File: src/design/lfs_pkg.sv
// Shared constants and types of the LED fault supervisor
`default_nettype none
package lfs_pkg;
   // ======================================
   // Sizes and timing counts
   localparam int NCH = 6;
   localparam int CW = 3;
   localparam logic [CW-1:0] DET_CNT = 3'h4;
   localparam logic [CW-1:0] REL_CNT = 3'h3;
   localparam int TW = 16;
   // Delay timer terminal count, stands for the capacitor charge time
   localparam logic [TW-1:0] TMR_TC_RST = 16'h0400;
   // ======================================
   // Register map, byte addresses
   localparam int AW = 8;
   localparam logic [AW-1:0] REG_TMR = 8'h00;
   localparam logic [AW-1:0] REG_STAT = 8'h04;
   localparam logic [AW-1:0] REG_CHAN = 8'h08;
   localparam logic [AW-1:0] REG_TCNT = 8'h0C;
   // Status fields
   localparam int ST_LATCHED = 0;
   localparam int ST_SYSSTOP = 1;
   localparam int ST_MODE = 2;
   localparam int ST_DRAIN = 3;
   localparam int ST_PIN = 4;
   localparam int ST_TIMED = 5;
   localparam int ST_ACT_LSB = 8;
   // Channel fields
   localparam int CH_OPEN_LSB = 0;
   localparam int CH_SHORT_LSB = 8;
   localparam int CH_STOP_LSB = 16;
   // ======================================
   // Comparator indications from the analog side
   typedef struct packed {
      logic [NCH-1:0] open;
      logic [NCH-1:0] short;
      logic ss_ok;
      logic uv_ok;
      logic output_short_protect;
      logic output_overvoltage_protect;
      logic switch_overcurrent_protect;
   } lfs_ana_t;
endpackage
`default_nettype wire

File: src/design/lfs_chan.sv
// Per-channel open and short qualification
`default_nettype none
module lfs_chan
(
   // Clock and reset
   input wire logic mclk_i,
   input wire logic reset_i,
   // Qualifiers
   input wire logic standby_i,
   input wire logic ss_ok_i,
   input wire logic pwm_i,
   // Sense comparators
   input wire logic open_i,
   input wire logic short_i,
   // Faults
   output logic open_flt_o,
   output logic short_flt_o
);
   import lfs_pkg::*;

   logic [CW-1:0] op_det_r;
   logic [CW-1:0] sh_det_r;
   logic [CW-1:0] hi_rel_r;
   logic [CW-1:0] lo_rel_r;
   logic [CW-1:0] sh_rel_r;
   logic pwm_q_r;
   logic qual;
   logic op_set;
   logic sh_set;
   logic op_clr;
   logic sh_clr;

   assign qual = ss_ok_i && pwm_i;
   assign op_set = qual && open_i && (op_det_r == DET_CNT - 3'h1);
   assign sh_set = qual && short_i && (sh_det_r == DET_CNT - 3'h1);
   assign sh_clr = !short_i && (sh_rel_r == REL_CNT - 3'h1);
   // Low-side release: over three quiet cycles, or a PWM rise after three
   assign op_clr = (pwm_i && !open_i && hi_rel_r == REL_CNT - 3'h1)
      || (!pwm_i && !short_i && lo_rel_r == REL_CNT)
      || (pwm_i && !pwm_q_r && lo_rel_r >= REL_CNT);

   // ======================================
   // Persistence counters
   always_ff @(posedge mclk_i)
   begin
      if (reset_i || !standby_i)
      begin
         op_det_r <= '0;
         sh_det_r <= '0;
      end
      else
      begin
         op_det_r <= (qual && open_i && op_det_r < DET_CNT) ?
            op_det_r + 3'h1 : (qual && open_i ? op_det_r : '0);
         sh_det_r <= (qual && short_i && sh_det_r < DET_CNT) ?
            sh_det_r + 3'h1 : (qual && short_i ? sh_det_r : '0);
      end
   end

   // ======================================
   // Release counters
   always_ff @(posedge mclk_i)
   begin
      if (reset_i || !standby_i)
      begin
         hi_rel_r <= '0;
         lo_rel_r <= '0;
         sh_rel_r <= '0;
         pwm_q_r <= 1'b0;
      end
      else
      begin
         pwm_q_r <= pwm_i;
         hi_rel_r <= (open_flt_o && pwm_i && !open_i) ?
            hi_rel_r + 3'h1 : '0;
         // Saturates so a late PWM rise still releases
         lo_rel_r <= (open_flt_o && !pwm_i && !short_i) ?
            ((lo_rel_r < REL_CNT) ? lo_rel_r + 3'h1 : lo_rel_r) : '0;
         sh_rel_r <= (short_flt_o && !short_i) ? sh_rel_r + 3'h1 : '0;
      end
   end

   // ======================================
   // Fault flags, detection beats release
   always_ff @(posedge mclk_i)
   begin
      if (reset_i || !standby_i)
      begin
         open_flt_o <= 1'b0;
         short_flt_o <= 1'b0;
      end
      else
      begin
         if (op_set)
            open_flt_o <= 1'b1;
         else if (op_clr)
            open_flt_o <= 1'b0;
         if (sh_set)
            short_flt_o <= 1'b1;
         else if (sh_clr)
            short_flt_o <= 1'b0;
      end
   end
endmodule
`default_nettype wire

File: src/design/lfs_top.sv
// LED fault supervisor with APB status and control registers
//
// Summary of operation
// Fault report select low: fault flag latches until a latch release.
// Latched mode asserts the flag only after the delay timer expires.
// One-shot mode drains the fault flag at once on detection.
// One-shot flag opens once the fault is gone and the timer elapsed.
// One-shot mode never latch-stops any protection.
// The host watches the flag in one-shot mode and stops the device; the lfs_host model only raises stop_o, standby stays on.
// The host keeps the report select fixed while running.
// Boost switches only while the boost supply is good; not a shutdown.
// Boost supply undervoltage clears every latch-stop state.
// Channel faults need four qualified clocks; shorts release after three.
// Open released with PWM high after three normal clocks.
// Open released with PWM low after over three, or on PWM rise.
// Output short stops the gate at once, system at timer expiry.
// Over-current blanks the gate cycle by cycle, flag stays open.
// Latch clear input releases every latch-stop state.
// A short on the last remaining channel is never latched.
// While latch clear is high no new latch stop occurs.
// Channel and output short faults run the timer; expiry latches.
// Over-voltage stops the gate only, no timer, resumes when gone.
// Channel counters run on the clock, reset when standby inactive.
// Timer counts to a set terminal count, restarts when no fault.
//
// Decided for this implementation: the placing of the registers and register access over APB.
`default_nettype none
module lfs_top
(
   // Clock and reset
   input wire logic mclk_i,
   input wire logic reset_i,
   // APB slave
   input wire logic psel_i,
   input wire logic penable_i,
   input wire logic pwrite_i,
   input wire logic [lfs_pkg::AW-1:0] paddr_i,
   input wire logic [31:0] pwdata_i,
   output logic [31:0] prdata_o,
   output logic pready_o,
   output logic pslverr_o,
   // Control pins
   input wire logic standby_ctrl_i,
   input wire logic fault_report_select_i,
   input wire logic fault_latch_clear_i,
   input wire logic [lfs_pkg::NCH-1:0] pwm_i,
   input wire logic boost_gate_req_i,
   // Comparators
   input wire lfs_pkg::lfs_ana_t ana_i,
   // Outputs
   output logic boost_gate_o,
   output logic [lfs_pkg::NCH-1:0] channel_run_o,
   // Open-drain fault flag
   input wire logic fault_flag_i,
   output logic fault_flag_o,
   output logic fault_flag_oe_o
);
   import lfs_pkg::*;

   function automatic logic [CW-1:0] ones(input logic [NCH-1:0] v);
      logic [CW-1:0] n;
      n = '0;
      for (int i = 0; i < NCH; i++)
         n = n + {{(CW-1){1'b0}}, v[i]};
      return n;
   endfunction

   logic [NCH-1:0] open_flt;
   logic [NCH-1:0] short_flt;
   logic [NCH-1:0] ch_stop_r;
   logic [NCH-1:0] open_live;
   logic [NCH-1:0] short_live;
   logic [NCH-1:0] short_eff;
   logic [TW-1:0] tmr_tc_r;
   logic [TW-1:0] tmr_cnt_r;
   logic [TW-1:0] os_cnt_r;
   logic [31:0] rd_nxt;
   logic sys_stop_r;
   logic fault_latched_r;
   logic os_flag_r;
   logic drain_r;
   logic scp_live;
   logic timed;
   logic tmr_exp;
   logic release_all;
   logic latch_ok;
   logic sel;
   logic wr_en;
   logic mapped;

   // ======================================
   // Channel qualifiers
   generate
      for (genvar g = 0; g < NCH; g++)
      begin : g_ch
         lfs_chan u_chan
         (
            .mclk_i(mclk_i),
            .reset_i(reset_i),
            .standby_i(standby_ctrl_i),
            .ss_ok_i(ana_i.ss_ok),
            .pwm_i(pwm_i[g]),
            .open_i(ana_i.open[g]),
            .short_i(ana_i.short[g]),
            .open_flt_o(open_flt[g]),
            .short_flt_o(short_flt[g])
         );
      end
   endgenerate

   // ======================================
   // Fault gathering and delay timer
   assign sel = fault_report_select_i;
   assign open_live = open_flt & ~ch_stop_r;
   assign short_live = short_flt & ~ch_stop_r;
   // Sole survivor keeps running; the boost output sags instead
   assign short_eff = (ones(~ch_stop_r) == 3'h1) ? '0 : short_live;
   assign scp_live = ana_i.output_short_protect && ana_i.uv_ok && !sys_stop_r;
   // Over-voltage deliberately absent here
   assign timed = (|open_live) || (|short_eff) || scp_live;
   assign tmr_exp = timed && (tmr_cnt_r == tmr_tc_r);
   assign release_all = fault_latch_clear_i || !ana_i.uv_ok
      || !standby_ctrl_i;
   assign latch_ok = !sel && !fault_latch_clear_i;

   always_ff @(posedge mclk_i)
   begin
      if (reset_i || !timed)
         tmr_cnt_r <= '0;
      else if (tmr_cnt_r != tmr_tc_r)
         tmr_cnt_r <= tmr_cnt_r + 16'h0001;
   end

   // ======================================
   // Latch stops, latched reporting mode
   always_ff @(posedge mclk_i)
   begin
      if (reset_i || release_all)
      begin
         ch_stop_r <= '0;
         sys_stop_r <= 1'b0;
         fault_latched_r <= 1'b0;
      end
      else if (latch_ok && tmr_exp)
      begin
         ch_stop_r <= ch_stop_r | open_live | short_eff;
         sys_stop_r <= sys_stop_r || scp_live;
         fault_latched_r <= 1'b1;
      end
   end

   // ======================================
   // One-shot reporting mode
   always_ff @(posedge mclk_i)
   begin
      if (reset_i || !sel || !standby_ctrl_i)
         os_flag_r <= 1'b0;
      else if (timed)
         os_flag_r <= 1'b1;
      else if (os_cnt_r == tmr_tc_r)
         os_flag_r <= 1'b0;
   end

   always_ff @(posedge mclk_i)
   begin
      if (reset_i || !os_flag_r)
         os_cnt_r <= '0;
      else if (os_cnt_r != tmr_tc_r)
         os_cnt_r <= os_cnt_r + 16'h0001;
   end

   // ======================================
   // Pin drivers
   always_ff @(posedge mclk_i)
   begin
      if (reset_i)
         drain_r <= 1'b0;
      else if (sel)
         drain_r <= timed || os_flag_r;
      else
         drain_r <= fault_latched_r || (latch_ok && tmr_exp);
   end

   assign fault_flag_o = 1'b0;
   assign fault_flag_oe_o = drain_r;

   always_ff @(posedge mclk_i)
   begin
      if (reset_i)
         boost_gate_o <= 1'b0;
      else
         boost_gate_o <= boost_gate_req_i && standby_ctrl_i
            && ana_i.uv_ok
            && !ana_i.switch_overcurrent_protect
            && !ana_i.output_overvoltage_protect
            && !ana_i.output_short_protect && !sys_stop_r
            && (ch_stop_r != {NCH{1'b1}});
   end

   always_ff @(posedge mclk_i)
   begin
      if (reset_i)
         channel_run_o <= '0;
      else
         channel_run_o <= ~ch_stop_r
            & {NCH{standby_ctrl_i && ana_i.uv_ok && !sys_stop_r}};
   end

   // ======================================
   // APB registers
   // Read data is taken in the setup cycle, so the slave never waits
   assign wr_en = psel_i && penable_i && pwrite_i;
   assign mapped = (paddr_i == REG_TMR) || (paddr_i == REG_STAT)
      || (paddr_i == REG_CHAN) || (paddr_i == REG_TCNT);
   assign pready_o = 1'b1;
   assign pslverr_o = psel_i && penable_i && !mapped;

   always_ff @(posedge mclk_i)
   begin
      if (reset_i)
         tmr_tc_r <= TMR_TC_RST;
      else if (wr_en && paddr_i == REG_TMR)
         tmr_tc_r <= pwdata_i[TW-1:0];
   end

   always_comb
   begin
      rd_nxt = '0;
      unique case (paddr_i)
         REG_TMR:
            rd_nxt[TW-1:0] = tmr_tc_r;
         REG_STAT:
         begin
            rd_nxt[ST_LATCHED] = fault_latched_r;
            rd_nxt[ST_SYSSTOP] = sys_stop_r;
            rd_nxt[ST_MODE] = sel;
            rd_nxt[ST_DRAIN] = drain_r;
            rd_nxt[ST_PIN] = fault_flag_i;
            rd_nxt[ST_TIMED] = timed;
            rd_nxt[ST_ACT_LSB +: CW] = ones(~ch_stop_r);
         end
         REG_CHAN:
         begin
            rd_nxt[CH_OPEN_LSB +: NCH] = open_flt;
            rd_nxt[CH_SHORT_LSB +: NCH] = short_flt;
            rd_nxt[CH_STOP_LSB +: NCH] = ch_stop_r;
         end
         REG_TCNT:
            rd_nxt[TW-1:0] = tmr_cnt_r;
         default:
            rd_nxt = '0;
      endcase
   end

   always_ff @(posedge mclk_i)
   begin
      if (reset_i)
         prdata_o <= '0;
      else if (psel_i && !penable_i)
         prdata_o <= rd_nxt;
   end
endmodule
`default_nettype wire
File: config.mk
export PLATFORM = sky130hd
export DESIGN_NAME = lfs_top
export DESIGN_NICKNAME = d
export VERILOG_FILES = /design/src/design/lfs_pkg.sv /design/src/design/lfs_chan.sv /design/src/design/lfs_top.sv
export SDC_FILE = /design/constraint.sdc
export NUM_CORES = 1
export LEC_CHECK = 0
export BUFFER_PORTS_ARGS = -buffer_cell sky130_fd_sc_hd__buf_2
export CAP_MARGIN = 20
export CORE_MARGIN = 1
export CORE_UTILIZATION = 54
export CTS_BUF_LIST = sky130_fd_sc_hd__clkbuf_2 sky130_fd_sc_hd__clkbuf_4 sky130_fd_sc_hd__clkbuf_8
export DETAILED_ROUTE_END_ITERATION = 12
export HOLD_SLACK_MARGIN = 0.1
export PLACE_DENSITY_LB_ADDON = 0.2
export SYNTH_ARGS = -nofsm -noshare
export SYNTH_HDL_FRONTEND = slang
export SYNTH_SLANG_ARGS = --single-unit
File: constraint.sdc
create_clock -name mclk_i -period 2.9 [get_ports mclk_i]
set_clock_uncertainty 0.1 [all_clocks]
set_input_delay 0.58 -clock mclk_i [delete_from_list [all_inputs] [get_ports mclk_i]]
set_output_delay 0.58 -clock mclk_i [all_outputs]
set_load 0.01 [all_outputs]
Yosys cells after proc, flatten, opt, wreduce, memory -nomap -nowiden
Index checks and enable logic that the tools add are counted.

Add/subtract/negate cells: 37. Magnitude comparators: 24. Eq/ne operators: 51. Mux-type cells: 58. Bitwise gates (word level): 24. Reduce and logical (&&, ||, !) cells: 231.

Operator list (count): $logic_and A1 B1 Y1 (133); $add A3 B1 Y3 const B (30); $eq A3 B2 Y1 const B (30); $mux W3 (24); $logic_not A1 Y1 (36); $lt A3 B3 Y1 const B (12); $reduce_or A2 Y1 (18); $add A16 B1 Y16 const B (2); $eq A16 B16 Y1 (2); $ne A16 B16 Y1 (2); $logic_or A1 B1 Y1 (28); $mux W1 (27); $reduce_bool A2 Y1 (13); $ne A2 B2 Y1 const B (12); $pmux W6 S4 (1); $and A6 B6 Y6 (3); $ge A3 B2 Y1 const B (6); $lt A3 B2 Y1 const B (6); $not A1 Y1 (18); $eq A8 B4 Y1 const B (2); $mux W6 (2); $or A6 B6 Y6 (2); $pmux W3 S4 (1); $reduce_or A6 Y1 (2); 10 further kinds (13).

Register bits after elaboration: 195. Input port bits: 73. Output and inout port bits: 43. Word-level logic and storage cells: 484.

Depth between registers and ports, before layout
Word-level depth: 15. Gate-level depth with buffers: 11. Gate-level depth less buffers: 10.

Modules after synthesis
A second synthesis with hierarchy kept.

Cells, all modules: 980. Area total of the unflattened synthesis: 9127.5 um^2.

By module, submodules not included: lfs_chan (instances 6, cells an instance 80, area an instance 770.7 um^2); lfs_top (instances 1, cells an instance 500, area an instance 4503.1 um^2).

Worst setup path before layout
Ideal clock, no wire load.

Path type: reg-to-reg. Start: register ch_stop_r[0]. End: register tmr_cnt_r[10]. Setup time: 70 ps. Arrival: 3025 ps. Required time: 2730 ps. Path slack: -295 ps. Cell stages (with the launch flop): 12. Buffers on the path: 1. Path through: dfxtp_1 fa_1 inv_1 fa_1 ha_1 inv_1 fa_1 and3_1 a31oi_1 o21bai_2 buf_2 a21oi_1.

Word-level cells in the longest chain between the ends: 13. Elaborated cells on any way between the ends: 16. Those cells by class: 5 x add/sub; 1 x eq/ne; 1 x mux; 3 x bitwise; 6 x reduce/logical.

Ends and longest elaborated chain: start: declaration (line lfs_top.sv:70) `logic [NCH-1:0] ch_stop_r;`; start signal: assignment (line lfs_top.sv:146) `ch_stop_r <= ch_stop_r | open_live | short_eff;`; $not A6 Y6 * (line lfs_top.sv:114, lfs_top.sv:115, lfs_top.sv:117); $add A1 B1 Y2 (line lfs_top.sv:64) `n = n + {{(CW-1){1'b0}}, v[i]};`; $add A2 B1 Y3 (line lfs_top.sv:64); $add A3 B1 Y3 (3 in a row) (line lfs_top.sv:64); $eq A3 B1 Y1 (line lfs_top.sv:117) `assign short_eff = (ones(~ch_stop_r) == 3'h1) ? '0 : short_live;`; $mux W6 (line lfs_top.sv:117); $reduce_or A6 Y1 (line lfs_top.sv:120) `assign timed = (|open_live) || (|short_eff) || scp_live;`; $logic_or A1 B1 Y1 * (2 in a row) (line lfs_top.sv:120); $logic_not A1 Y1 * (line lfs_top.sv:128) `if (reset_i || !timed)`; $logic_or A1 B1 Y1 * (line lfs_top.sv:128); end signal: assignment (line lfs_top.sv:131) `tmr_cnt_r <= tmr_cnt_r + 16'h0001;`; end: declaration (line lfs_top.sv:75) `logic [TW-1:0] tmr_cnt_r;`.

Mark *: on every way between the ends. The rest lies on a longest branch, timed or not. A chain may end at the register's enable or synchronous reset.

Worst setup path after layout
Start: register ch_stop_r[1]. End: register ch_stop_r[4].

Word-level cells in the longest chain between the ends: 13. Elaborated cells on any way between the ends: 17. Those cells by class: 5 x add/sub; 1 x eq/ne; 1 x mux; 4 x bitwise; 6 x reduce/logical.

Ends and longest elaborated chain: $not A6 Y6 * (line lfs_top.sv:114, lfs_top.sv:115, lfs_top.sv:117); $add A1 B1 Y2 (line lfs_top.sv:64); $add A2 B1 Y3 (line lfs_top.sv:64); $add A3 B1 Y3 (3 in a row) (line lfs_top.sv:64); $eq A3 B1 Y1 (line lfs_top.sv:117); $mux W6 (line lfs_top.sv:117); $reduce_or A6 Y1 (line lfs_top.sv:120); $logic_or A1 B1 Y1 (2 in a row) (line lfs_top.sv:120); $logic_and A1 B1 Y1 (line lfs_top.sv:121) `assign tmr_exp = timed && (tmr_cnt_r == tmr_tc_r);`; $logic_and A1 B1 Y1 (line lfs_top.sv:144) `else if (latch_ok && tmr_exp)`.

Marks and branches as above.

==> impl_metrics.py <==
metrics = {
    "worst_setup_path": {
        "worst_r2r_endpoint": "ch_stop_r[4]",
        "timing.critical_path.from": "ch_stop_r[1]",
        "timing.critical_path.from_type": "flip-flop",
        "reg_to_reg_critical_path_startpoint": "ch_stop_r[1]",
        "end_kind": "flip-flop",
        "rrSetupSlack_ns": -0.14,
        "critical_path_arrival_ns": 3.29,
        "worst-setup-path-type": "flip-flop to flip-flop",
        "worstSetupEndpoint": "ch_stop_r[4]",
        "crit_fanout": 7,
        "worst-r2r-cell-count": 10,
        "critical_path_required_ns": 3.16,
    },
    "drt": {
        "vias_per_cell": 5.474,
        "dr.pass1.iters": 4,
        "drcViolationCount": 0,
        "detailroute.via_count": 7258,
        "wl_um": 19840,
        "postRouteAntennaNets": 0,
        "drt_iter0_markers": 353,
        "detail_route.wl_per_cell_um": 14.96,
    },
    "cells_and_area": {
        "final_util": 0.6255,
        "finalInstanceArea_um2": 10340,
        "drive_gt1_frac": 0.1682,
        "area_growth_from_synthesis_to_layout_pct": 13.60,
        "num-nets-final": 1234,
        "most-common-layout-cells": "sky130_fd_sc_hd__dfxtp_1, sky130_fd_sc_hd__nor2_1, sky130_fd_sc_hd__buf_2, sky130_fd_sc_hd__ha_1, sky130_fd_sc_hd__nand2_1",
        "stdcell_count": 1326,
        "final_layout_fill_cell_count": 1459,
        "final_common_cell": "sky130_fd_sc_hd__dfxtp_1",
        "num_antenna_cells": 0,
    },
    "worst_hold_path": {
        "timing.hold.worst.class": "input pin to flip-flop",
    },
    "run_status": {
        "outcome": "complete, but fails checks",
        "failed_checks": "setup timing",
    },
    "clock_tree": {
        "cts-buffers-inserted": 17,
        "cts-htree-levels": 4,
        "clock_tree.root_cell": "sky130_fd_sc_hd__clkbuf_8",
        "cts_max_path_buffers": 2,
        "worst_skew_pair.late_latency_ns": 0.47,
        "clkTransAtPathRegs_ns": 0.10,
        "numClockSinks": 195,
        "post_cts_hold_buffer_count": 0,
        "clock_tree_from_tritoncts": "yes",
    },
    "timing": {
        "setup-tns-final_ns": -2.940,
        "min_cycle_time_layout_ns": 3.037,
        "setup-violations-final": 27,
        "final_max_slew_viol_count": 0,
        "timing.max_slew.rel_slack": 0.5112,
        "timing.final.ws_setup_ns": -0.1370,
        "tightestPinTransition_ns": 0.7148,
        "timing.final.crit_share": 1.047,
        "highest_clock_frequency_the_design_can_meet_mhz": 329.3,
        "hold_violations": 0,
        "fin_hold_ws_ns": 0.2328,
        "rsz0062_at_grt": "yes",
    },
    "synthesis": {
        "synth.area.top_cells": "sky130_fd_sc_hd__dfxtp_1, sky130_fd_sc_hd__ha_1, sky130_fd_sc_hd__nor2_1",
        "synth_ff_type": "sky130_fd_sc_hd__dfxtp_1",
        "asyncSetResetFlopFracSynth": 0,
        "synth.avg_cell_area_um2": 9.072,
        "synth_largest_area_cell": "sky130_fd_sc_hd__dfxtp_1",
        "sequential_area_share_after_synthesis": 0.4290,
        "synth.yosys.warnings": 0,
        "synthDominantCellAreaShare": 0.4290,
        "post_synth_inst_count": 1003,
        "post_synth_instance_area_um2": 9099,
        "ys_types": 58,
        "synth_edf_count": 0,
        "synth-seq-cells": 195,
    },
    "global_routing": {
        "antenna_found_initial": 0,
        "grt_pass1_vias": 6727,
        "grt_start_max_net_pins": 31,
        "track_usage": 0.2380,
        "global_route.overflow_total": 0,
        "grt_pass1_wl_um": 33210,
    },
    "place": {
        "dp_hpwl_um": 14730,
        "dpl_cell_area_um2": 9816,
        "gp_congestion": 0.8618,
        "placedCellCount": 1293,
        "buffer_ports.inserted": 87,
    },
    "floorplan": {
        "rows": 47,
        "die_h_um": 131.8,
        "core_area_um2": 16520,
        "die_area_um2": 17370,
        "num_io_pins": 116,
        "die_width_um": 131.8,
        "start_util": 0.5506,
    },
    "power": {
        "total_leakage_power_nw": 4.215,
        "p_per_area_nw_per_um2": 461.7,
        "ir_worst_vdd_v": 0.0003251,
    },
    "job": {
        "cap_viol_max_count": 0,
    },
}
sequential cells by signal, summed over array words and instances (netlist names):
register / flops
boost_gate_o: 1
ch_stop_r: 6
channel_run_o: 6
fault_flag_oe_o: 1
fault_latched_r: 1
g_ch.u_chan.hi_rel_r: 18
g_ch.u_chan.lo_rel_r: 18
g_ch.u_chan.op_det_r: 18
g_ch.u_chan.open_flt_o: 6
g_ch.u_chan.pwm_q_r: 6
g_ch.u_chan.sh_det_r: 18
g_ch.u_chan.sh_rel_r: 18
g_ch.u_chan.short_flt_o: 6
os_cnt_r: 16
os_flag_r: 1
prdata_o: 22
sys_stop_r: 1
tmr_cnt_r: 16
tmr_tc_r: 16
cell type report:
cell class | count | area (um2) | share of cell area
sequential | 195 | 3909 | 0.3782
multi-input combinational | 714 | 4882 | 0.4723
clock buffer | 19 | 249.0 | 0.02409
tap | 220 | 275.3 | 0.02663
inverter | 54 | 202.7 | 0.01961
clock inverter | 12 | 178.9 | 0.01731
timing repair buffer | 112 | 639.4 | 0.06186
synth_stat cells (4+ instances only):
| cell | instances |
|---|---|
| sky130_fd_sc_hd__inv_1 | 54 |
| sky130_fd_sc_hd__buf_2 | 13 |
| sky130_fd_sc_hd__a2111oi_0 | 5 |
| sky130_fd_sc_hd__nor3_1 | 6 |
| sky130_fd_sc_hd__a22o_1 | 8 |
| sky130_fd_sc_hd__buf_4 | 13 |
| sky130_fd_sc_hd__or3_1 | 18 |
| sky130_fd_sc_hd__nor2b_1 | 8 |
| sky130_fd_sc_hd__nand2_1 | 60 |
| sky130_fd_sc_hd__o21ai_0 | 36 |
| sky130_fd_sc_hd__a211oi_1 | 12 |
| sky130_fd_sc_hd__and3_1 | 5 |
| sky130_fd_sc_hd__a41o_1 | 4 |
| sky130_fd_sc_hd__clkbuf_1 | 19 |
| sky130_fd_sc_hd__nand3_1 | 25 |
| sky130_fd_sc_hd__mux2_2 | 5 |
| sky130_fd_sc_hd__nor4_1 | 5 |
| sky130_fd_sc_hd__or4_1 | 14 |
| sky130_fd_sc_hd__xnor2_1 | 30 |
| sky130_fd_sc_hd__nor2_1 | 139 |
| sky130_fd_sc_hd__nand4b_1 | 8 |
| sky130_fd_sc_hd__o21ai_1 | 7 |
| sky130_fd_sc_hd__xor2_1 | 28 |
| sky130_fd_sc_hd__o31ai_1 | 11 |
| sky130_fd_sc_hd__dfxtp_1 | 195 |
| sky130_fd_sc_hd__mux2i_1 | 33 |
| sky130_fd_sc_hd__o211ai_1 | 4 |
| sky130_fd_sc_hd__o22ai_1 | 7 |
| sky130_fd_sc_hd__nor3b_1 | 11 |
| sky130_fd_sc_hd__or2_2 | 6 |
| sky130_fd_sc_hd__a21oi_1 | 62 |
| sky130_fd_sc_hd__ha_1 | 64 |
| sky130_fd_sc_hd__and2_1 | 10 |
| sky130_fd_sc_hd__nand4_1 | 18 |
| sky130_fd_sc_hd__a22oi_1 | 26 |
| sky130_fd_sc_hd__nor4bb_1 | 4 |
report_power, final:
group	internal (mW)	switching, mW	leakage, nW
Clock	0.958	0.945	0.215
Sequential	2.69	0.00732	1.57
Combinational	0.0666	0.109	2.43
worst min path at each step:
stage | from | endpoint | slack (ns) | cells after the start
global placement | g_ch[1].u_chan.sh_rel_r[0] | g_ch[1].u_chan.sh_rel_r[0] | 0.33 | 1
finish | pwdata_i[2] | tmr_tc_r[2] | 0.23 | 3
global route | pwdata_i[3] | tmr_tc_r[3] | 0.20 | 3
CTS | pwdata_i[2] | tmr_tc_r[2] | 0.21 | 3
floorplan | g_ch[0].u_chan.hi_rel_r[0] | g_ch[0].u_chan.hi_rel_r[0] | 0.32 | 1
detailed placement | g_ch[0].u_chan.sh_rel_r[0] | g_ch[0].u_chan.sh_rel_r[0] | 0.33 | 1
metal layers:
| layer | vias to the layer above | wire length, um | track usage |
|---|---|---|---|
| met5 | - | 0 | 0 |
| met4 | 0 | 316 | 0.06783 |
| met3 | 28 | 863 | 0.05882 |
| met2 | 145 | 9485 | 0.4001 |
| met1 | 3406 | 9176 | 0.3027 |
| li1 | 3679 | - | - |
worst max-delay path: stages, from the launching register on:
cell and delay [ns]:
sky130_fd_sc_hd__dfxtp_2 0.34, sky130_fd_sc_hd__fa_1 0.54, sky130_fd_sc_hd__inv_1 0.06, sky130_fd_sc_hd__fa_1 0.48, sky130_fd_sc_hd__ha_2 0.17, sky130_fd_sc_hd__inv_2 0.04, sky130_fd_sc_hd__fa_2 0.52, sky130_fd_sc_hd__and3_4 0.19
sky130_fd_sc_hd__a31oi_4 0.06, sky130_fd_sc_hd__o2111ai_4 0.33, sky130_fd_sc_hd__o21ai_1 0.11
logic make-up (layout without fill, tap and decap cells):
family | after synthesis | count (layout) | synth area share
other | 2 | 12 | 0.0008254
flip-flops | 195 | 195 | 0.4290
buffers and inverters | 104 | 197 | 0.05102
adder cells (fa/ha/maj) | 67 | 67 | 0.09461
AND/OR/NAND/NOR | 348 | 348 | 0.1932
XOR/XNOR | 58 | 58 | 0.05583
multiplexers | 38 | 38 | 0.04249
AO/OA/AOI/OAI | 191 | 191 | 0.1330
repair_timing:
action                     in CTS  in global routing
pin swaps                       6                  6
resized for setup               8                 15
setup endpoints to repair      29                 29
setup buffers                   3                  0
metrics by stage:
stage / worst slack, ns / power [mW]
after floorplan: -0.05350 / 2.855
after global placement: -0.1416 / 2.924
after detailed placement: -0.1984 / 2.926
after CTS: -0.1672 / 4.810
after global routing: -0.2349 / 4.940
final: -0.1370 / 4.772
(Power assumes the default switching activity.)
